**src/pkg/rse_params.svh**
```systemverilog
`ifndef RSE_PARAMS_SVH
`define RSE_PARAMS_SVH

// ==========================================
// opcode patterns (12-bit instruction word)
`define RSE_OP_ROT_MASK 12'hfc0
`define RSE_OP_ROTL_VAL 12'h340
`define RSE_OP_ROTR_VAL 12'h300
`define RSE_OP_SLEEP 12'h003
// ==========================================
// field positions
`define RSE_DEST_BIT 5
`define RSE_IDX_LSB 0
`define RSE_IDX_MSB 4
`define RSE_CARRY_BIT 0
`define RSE_POWERDOWN_BIT 3
`define RSE_TIMEOUT_BIT 4
// ==========================================
// reset values
`define RSE_RST_STATUS 8'h18
`define RSE_RST_WREG 8'h00
`define RSE_WDT_CLEAR 8'h00

`endif

```
**src/pkg/rse_pkg.sv**
```systemverilog
package rse_pkg;
  // ==========================================
  // decoded operation
  typedef enum {
    RSE_OP_NONE,
    RSE_OP_ROTL,
    RSE_OP_ROTR,
    RSE_OP_SLEEP
  } rse_op_t;

  // file-register write-back request
  typedef struct packed {
    logic       we;
    logic [4:0] idx;
    logic [7:0] data;
  } rse_fwr_t;
endpackage

```
**src/rtl/rse_execute.sv**
```systemverilog
`include "rse_params.svh"

// Notes on behaviour
// RL1: rotate_left_via_carry: shift left, old carry into bit 0, bit 7 to carry.
// RL2: rotate_right_via_carry: shift right, old carry into bit 7, bit 0 to carry.
// RL3: destination bit 0 writes accumulator, 1 writes addressed file register.
// RL4: rotates change only status bit 0, the carry.
// RL5: sleep sets timeout_flag to 1 and clears powerdown_flag to 0.
// RL6: sleep clears watchdog_counter, and its prescaler when assigned to it.
// RL7: after sleep, core halts and oscillator stops until wake-up.
// RL8: each operation is one word, completes in one instruction cycle.
module rse_execute
  import rse_pkg::*;
(
  input wire logic clock_i,
  input wire logic reset_i,
  input wire logic instr_valid_i,
  input wire logic [11:0] instr_i,
  input wire logic [7:0] file_data_i,
  input wire logic prescaler_to_wdt_i,
  input wire logic wake_i,
  output logic [4:0] file_idx_o,
  output rse_fwr_t file_wr_o,
  output logic [7:0] wreg_o,
  output logic [7:0] status_o,
  output logic wdt_clear_o,
  output logic prescaler_clear_o,
  output logic sleeping_o,
  output logic osc_enable_o
);
  // ==========================================
  // decode
  rse_op_t op;
  logic exec;

  // classifier kept apart so further opcodes can join it later
  rse_decode rse_decode_i (
    .instr_i(instr_i),
    .op_o(op)
  );

  // a halted core accepts nothing; no sign is given on the port
  assign exec = instr_valid_i && !sleeping_o;
  // read address goes straight from the operand field
  assign file_idx_o = instr_i[`RSE_IDX_MSB:`RSE_IDX_LSB];

  // ==========================================
  // datapath state
  logic [7:0] wreg, next_wreg;
  logic [7:0] status, next_status;
  rse_fwr_t file_wr, next_file_wr;
  logic wdt_clr, next_wdt_clr;
  logic ps_clr, next_ps_clr;
  logic sleeping, next_sleeping;
  logic [7:0] rot_res;
  logic rot_carry;

  // rotate result; carry taken from current status so chains work
  always_comb begin
    rot_res = 8'h00;
    rot_carry = status[`RSE_CARRY_BIT];
    if (op == RSE_OP_ROTL) begin
      rot_res = {file_data_i[6:0], status[`RSE_CARRY_BIT]}; // see RL1
      rot_carry = file_data_i[7]; // see RL1
    end else if (op == RSE_OP_ROTR) begin
      rot_res = {status[`RSE_CARRY_BIT], file_data_i[7:1]}; // see RL2
      rot_carry = file_data_i[0]; // see RL2
    end
  end

  // next values: one instruction resolves fully in one cycle
  always_comb begin
    next_wreg = wreg;
    next_status = status;
    next_file_wr = '0;
    next_wdt_clr = 1'b0;
    next_ps_clr = 1'b0;
    next_sleeping = sleeping;
    if (sleeping) begin
      // halted; only a wake-up source releases the core
      if (wake_i) begin
        next_sleeping = 1'b0;
      end
    end else if (instr_valid_i) begin
      case (op)
        RSE_OP_ROTL, RSE_OP_ROTR: begin
          next_status[`RSE_CARRY_BIT] = rot_carry; // see RL4
          if (instr_i[`RSE_DEST_BIT]) begin
            next_file_wr.we = 1'b1; // see RL3
            next_file_wr.idx = instr_i[`RSE_IDX_MSB:`RSE_IDX_LSB];
            next_file_wr.data = rot_res;
          end else begin
            next_wreg = rot_res; // see RL3
          end
        end
        RSE_OP_SLEEP: begin
          next_status[`RSE_TIMEOUT_BIT] = 1'b1; // timeout_flag, see RL5
          next_status[`RSE_POWERDOWN_BIT] = 1'b0; // powerdown_flag, see RL5
          next_wdt_clr = 1'b1; // see RL6
          // prescaler cleared only while the timer owns it
          next_ps_clr = prescaler_to_wdt_i; // see RL6
          next_sleeping = 1'b1; // see RL7
        end
        default: begin
        end
      endcase
    end
  end

  // register stage; results visible to the next instruction
  always_ff @(posedge clock_i or posedge reset_i) begin
    if (reset_i) begin
      wreg <= `RSE_RST_WREG;
      status <= `RSE_RST_STATUS;
      file_wr <= '0;
      wdt_clr <= 1'b0;
      ps_clr <= 1'b0;
      sleeping <= 1'b0;
    end else begin
      wreg <= next_wreg; // see RL8
      status <= next_status;
      file_wr <= next_file_wr;
      wdt_clr <= next_wdt_clr;
      ps_clr <= next_ps_clr;
      sleeping <= next_sleeping;
    end
  end

  // outputs straight from the flip-flops, except osc_enable_o, which is the inverted sleeping flag
  assign wreg_o = wreg;
  assign status_o = status;
  assign file_wr_o = file_wr;
  assign wdt_clear_o = wdt_clr;
  assign prescaler_clear_o = ps_clr;
  assign sleeping_o = sleeping;
  assign osc_enable_o = !sleeping; // see RL7
endmodule

```
**src/rtl/rse_decode.sv**
```systemverilog
`include "rse_params.svh"

// ==========================================
// opcode classifier
module rse_decode
  import rse_pkg::*;
(
  input wire logic [11:0] instr_i,
  output rse_op_t op_o
);
  // pattern match on the fixed opcode bits
  always_comb begin
    if ((instr_i & `RSE_OP_ROT_MASK) == `RSE_OP_ROTL_VAL) begin
      op_o = RSE_OP_ROTL;
    end else if ((instr_i & `RSE_OP_ROT_MASK) == `RSE_OP_ROTR_VAL) begin
      op_o = RSE_OP_ROTR;
    end else if (instr_i == `RSE_OP_SLEEP) begin
      op_o = RSE_OP_SLEEP;
    end else begin
      op_o = RSE_OP_NONE;
    end
  end
endmodule

```
**config.mk**
```make
export PLATFORM = sky130hd
export DESIGN_NAME = rse_execute
export DESIGN_NICKNAME = d
export VERILOG_FILES = /design/src/pkg/rse_pkg.sv /design/src/rtl/rse_execute.sv /design/src/rtl/rse_decode.sv
export VERILOG_INCLUDE_DIRS = /design/src /design/src/pkg
export SDC_FILE = /design/constraint.sdc
export NUM_CORES = 1
export LEC_CHECK = 0
export BUFFER_PORTS_ARGS = -buffer_cell sky130_fd_sc_hd__buf_2
export CAP_MARGIN = 20
export CORE_MARGIN = 1
export CORE_UTILIZATION = 35
export DETAILED_ROUTE_END_ITERATION = 6
export PLACE_DENSITY = 0.71
export SLEW_MARGIN = 20
export SYNTH_ARGS = -nofsm -noshare
export SYNTH_HDL_FRONTEND = slang
export SYNTH_SLANG_ARGS = --single-unit
export TNS_END_PERCENT = 50
```
**constraint.sdc**
```tcl
create_clock -name clock_i -period 1.8 [get_ports clock_i]
set_clock_uncertainty 0.2 [all_clocks]
set_input_delay 0.09 -clock clock_i [delete_from_list [all_inputs] [get_ports clock_i]]
set_output_delay 0.09 -clock clock_i [all_outputs]
set_load 0.1 [all_outputs]
```
==> reports/metrics.sh <==
CRIT_PATH_TOP_CELL_BY_COUNT='dlygate4sd3_1'
DIE_Y_UM=60.6
SYNTH.YOSYS.WARNINGS=0
CRITICAL_PATH.SLOWEST_CELL='dlygate4sd3_1'
SYNTH-EDFF-COUNT=0
SETUP_TNS_NS=0
SYNTH_FLOP_CELL='dfrtp_1'
REPORT.POWER.TOTAL_W=0.00150
VIAS=936
FLOORPLAN.DIE_AREA_UM2=3680
CRITICAL_PATH_DATA_ARRIVAL_TIME_NS=1.81
SYNTHESIS.INSTANCES=95
GRT_RESOURCE_USAGE_TOTAL_PCT=15.5
AREA_GROWTH_PCT=43.2
PERIOD_SHARE_PCT=96.7
CTS_TREE='done'
HP_CLASS='in -> reg'
PLACE.DETAILED.HPWL_MM=1.83
DRIVE_ABOVE_1_SHARE_PCT=47.3
GRT_MET1_USE_PCT=15.9
FINALHOLDVIOLCOUNT=0
WORST-PATH-MAX-FANOUT=2
GRT-OVFL-TOTAL=0
POST_SYNTH_NUM_CELL_TYPES=23
PLACE_WS_NS=0.0995
PERIOD_NEEDED_NS=1.74
INITIAL_ANTENNA_VIOLATION_COUNT=0
INITIAL_CORE_UTIL_PCT=38.2
GRT_START_MAX_NET_PINS=28
CTS.CLK_SLEW.WORST_PATHS_NS=0.14
REMAINING_DRC_ERRORS=0
WORST_SUPPLY_VOLTAGE_DROP_ON_VDD_mV=0.588
CRITICAL-PATH-MAX-STAGE-DELAY_NS=0.54
SYNTH-ASYNC-RESET-RATIO_PCT=100
DRT_FIRST_ITER_VIOLATIONS=32
GRT_SETUP_UNREPAIRED='false'
PLACE_CONGESTION=0.800
FF2FF_PATH_DEPTH=3
DRT-VIAS-PER-INSTANCE=4.39
NUMBER_OF_I_O_PORT_BUFFERS=57
CTSROOTBUFFERMASTER='clkbuf_4'
IO_PINS=64
ROW_COUNT=20
USE_MET3_PCT=2.56
POWER.LEAKAGE_nW=0.957
POST_SYNTH_INSTANCE_AREA_UM2=1200
MAXCLOCKFREQUENCY_GHz=0.575
CRITICALPATHCATEGORY='in -> reg'
TIMING.CRITICAL_PATH.REQUIRED_NS=1.87
CHIPWIDTH_UM=60.6
CRITICAL_PATH.TOP_DELAY_FAMILY='buffers and inverters'
CP_CELL_SEQUENCE='dlygate4sd3_1, buf_2, nor4_2, nand4_1, inv_1, dlygate4sd3_1'
YS_SEQ_ELEMENTS=27
GRT_FIRST_PASS_WIRELENGTH_MM=4.08
FILLER_CELL_COUNT=277
SETUP.WORST_PATH.START_CLASS='input pin'
GRT.MET2_USAGE_PCT=28.7
LAYOUT.CORE_UTILIZATION_PCT=54.7
AVERAGE_CELL_AREA_AFTER_SYNTHESIS_UM2=12.7
SYNTH_SEQUENTIAL_AREA_RATIO_PCT=56.2
DIODES=0
CELLPOWERDENSITY_nW_PER_UM2=869
DRT_PRE_ANTENNA_ITERS=5
FINALSETUPVIOLCOUNT=0
CLOCK-SINKS=27
TYPE_OF_DESTINATION_OF_THE_CRITICAL_PATH='register'
CLK-INSERTION-DELAY-LATE_NS=0.31
MAX-CLOCK-PATH-BUFFERS=2
DETAIL-ROUTE-ANTENNA-NETS=0
FINAL_NET_COUNT=195
SLEW_VIOLATIONS=0
PLACEABLECOREAREA_UM2=3150
TIMING.FINAL.WS_SETUP_NS=0.0601
GRT-BUSIEST-LAYER='met2'
COMMONEST_NON_FILL_NON_TAP_CELLS_IN_THE_LAYOUT='56 x buf_2, 25 x dfrtp_1, 22 x dlygate4sd3_1'
CTS_INSERTED_BUFFERS=3
TOTAL_WIRELENGTH_OF_THE_DETAILED_ROUTED_DESIGN_MM=2.66
FINAL_COMMON_CELL='buf_2'
TIMING.MAX_CAP.VIOLATIONS=0
CTS_MAX_LEVEL=1
OUTCOME='completed'
DETAIL_ROUTE.WL_PER_CELL_UM=12.5
GRT_PASS1_VIAS=987
WORSTSETUPPATHDEPTH=6
WORSTHOLDPATHCELLS=5
PATH_BUF_INV=4
-- path summary, 6_finish.rpt --
check	start	to	slack, ns
max	instr_i[8]	wdt_clear_o$_DFF_PP0_	0.06
min	instr_i[11]	sleeping_o$_DFF_PP0_	0.02
max reg2reg	sleeping_o$_DFF_PP0_	wreg_o[2]$_DFFE_PP0P_	0.07
min reg2reg	status_o[3]$_DFFE_PP1P_	status_o[3]$_DFFE_PP1P_	0.31
max in group asynchronous	reset_i	status_o[3]$_DFFE_PP1P_	0.96
min in group asynchronous	reset_i	file_wr_o[2]$_DFF_PP0_	0.15
-- metrics by stage --
step	std cells	area [um^2]	hold WS (ns)
after floorplan	99	1220	-0.0580
after global placement	186	1460	-0.0483
after detailed placement	186	1460	-0.0435
after CTS	214	1720	-0.00152
after global routing	213	1720	0.0206
final	213	1720	0.0176
-- cells by family (layout without fill, tap and decap cells) --
group | after synthesis | count (layout) | synth area share, %
AND/OR/NAND/NOR | 24 | 24 | 14.0
AO/OA/AOI/OAI | 9 | 9 | 3.85
multiplexers | 14 | 14 | 14.2
flip-flops | 27 | 27 | 56.2
buffers and inverters | 19 | 89 | 11.0
other | 2 | 6 | 0.624
-- report_power, final --
part	switching, W	internal, W	leakage [nW]
registers	0.0000254	0.000642	0.362
clock network	0.000170	0.0000830	0.0177
logic	0.000451	0.000127	0.577
total	0.000647	0.000852	0.957
-- area by class of cell --
class                   instances  area (um^2)  area share (%)
clock buffers                   3         22.5            1.31
clock inverters                 1         5.00           0.290
inverters                       4         15.0           0.871
multi-input cells              53          418            24.2
flip-flops and latches         27          681            39.5
well taps                      44         55.1            3.19
repair buffers                 81          528            30.6
-- worst reg2reg max path, stage by stage, from the launching register on --
cell     delay [ns]
dfrtp_4        0.51
and4b_4        0.37
and2_4         0.23
mux2_4         0.31
-- synth_stat cells, types with 2 or more instances --
cell type  count  area [um^2]
mux2_2         5         56.3
a21oi_1        7         35.0
dfrtp_1       26          651
mux2i_1        4         40.0
conb_1         2         7.51
buf_4         12         90.1
nor2_1         3         11.3
mux2_4         5         75.1
and2_1        13         81.3
inv_1          4         15.0
buf_6          2         22.5
-- state kept, by name, summed over array words and instances (netlist names) --
signal / flops
wreg_o: 8
status_o: 2
prescaler_clear_o: 1
file_wr_o: 14
wdt_clear_o: 1
sleeping_o: 1
-- repair_timing --
item                                    in CTS  in global routing
gates resized for setup                      0                  4
endpoints found under the hold margin       53                  0
endpoints found under the setup margin       0                 13
buffers inserted                             0                  1
hold buffers                                24                  0
-- metal layers --
layer,vias up,wire [um]
li1,442,-
met1,453,1060
met2,37,1430
met3,4,122
met4,0,48
met5,-,0
(Power assumes the default switching activity.)
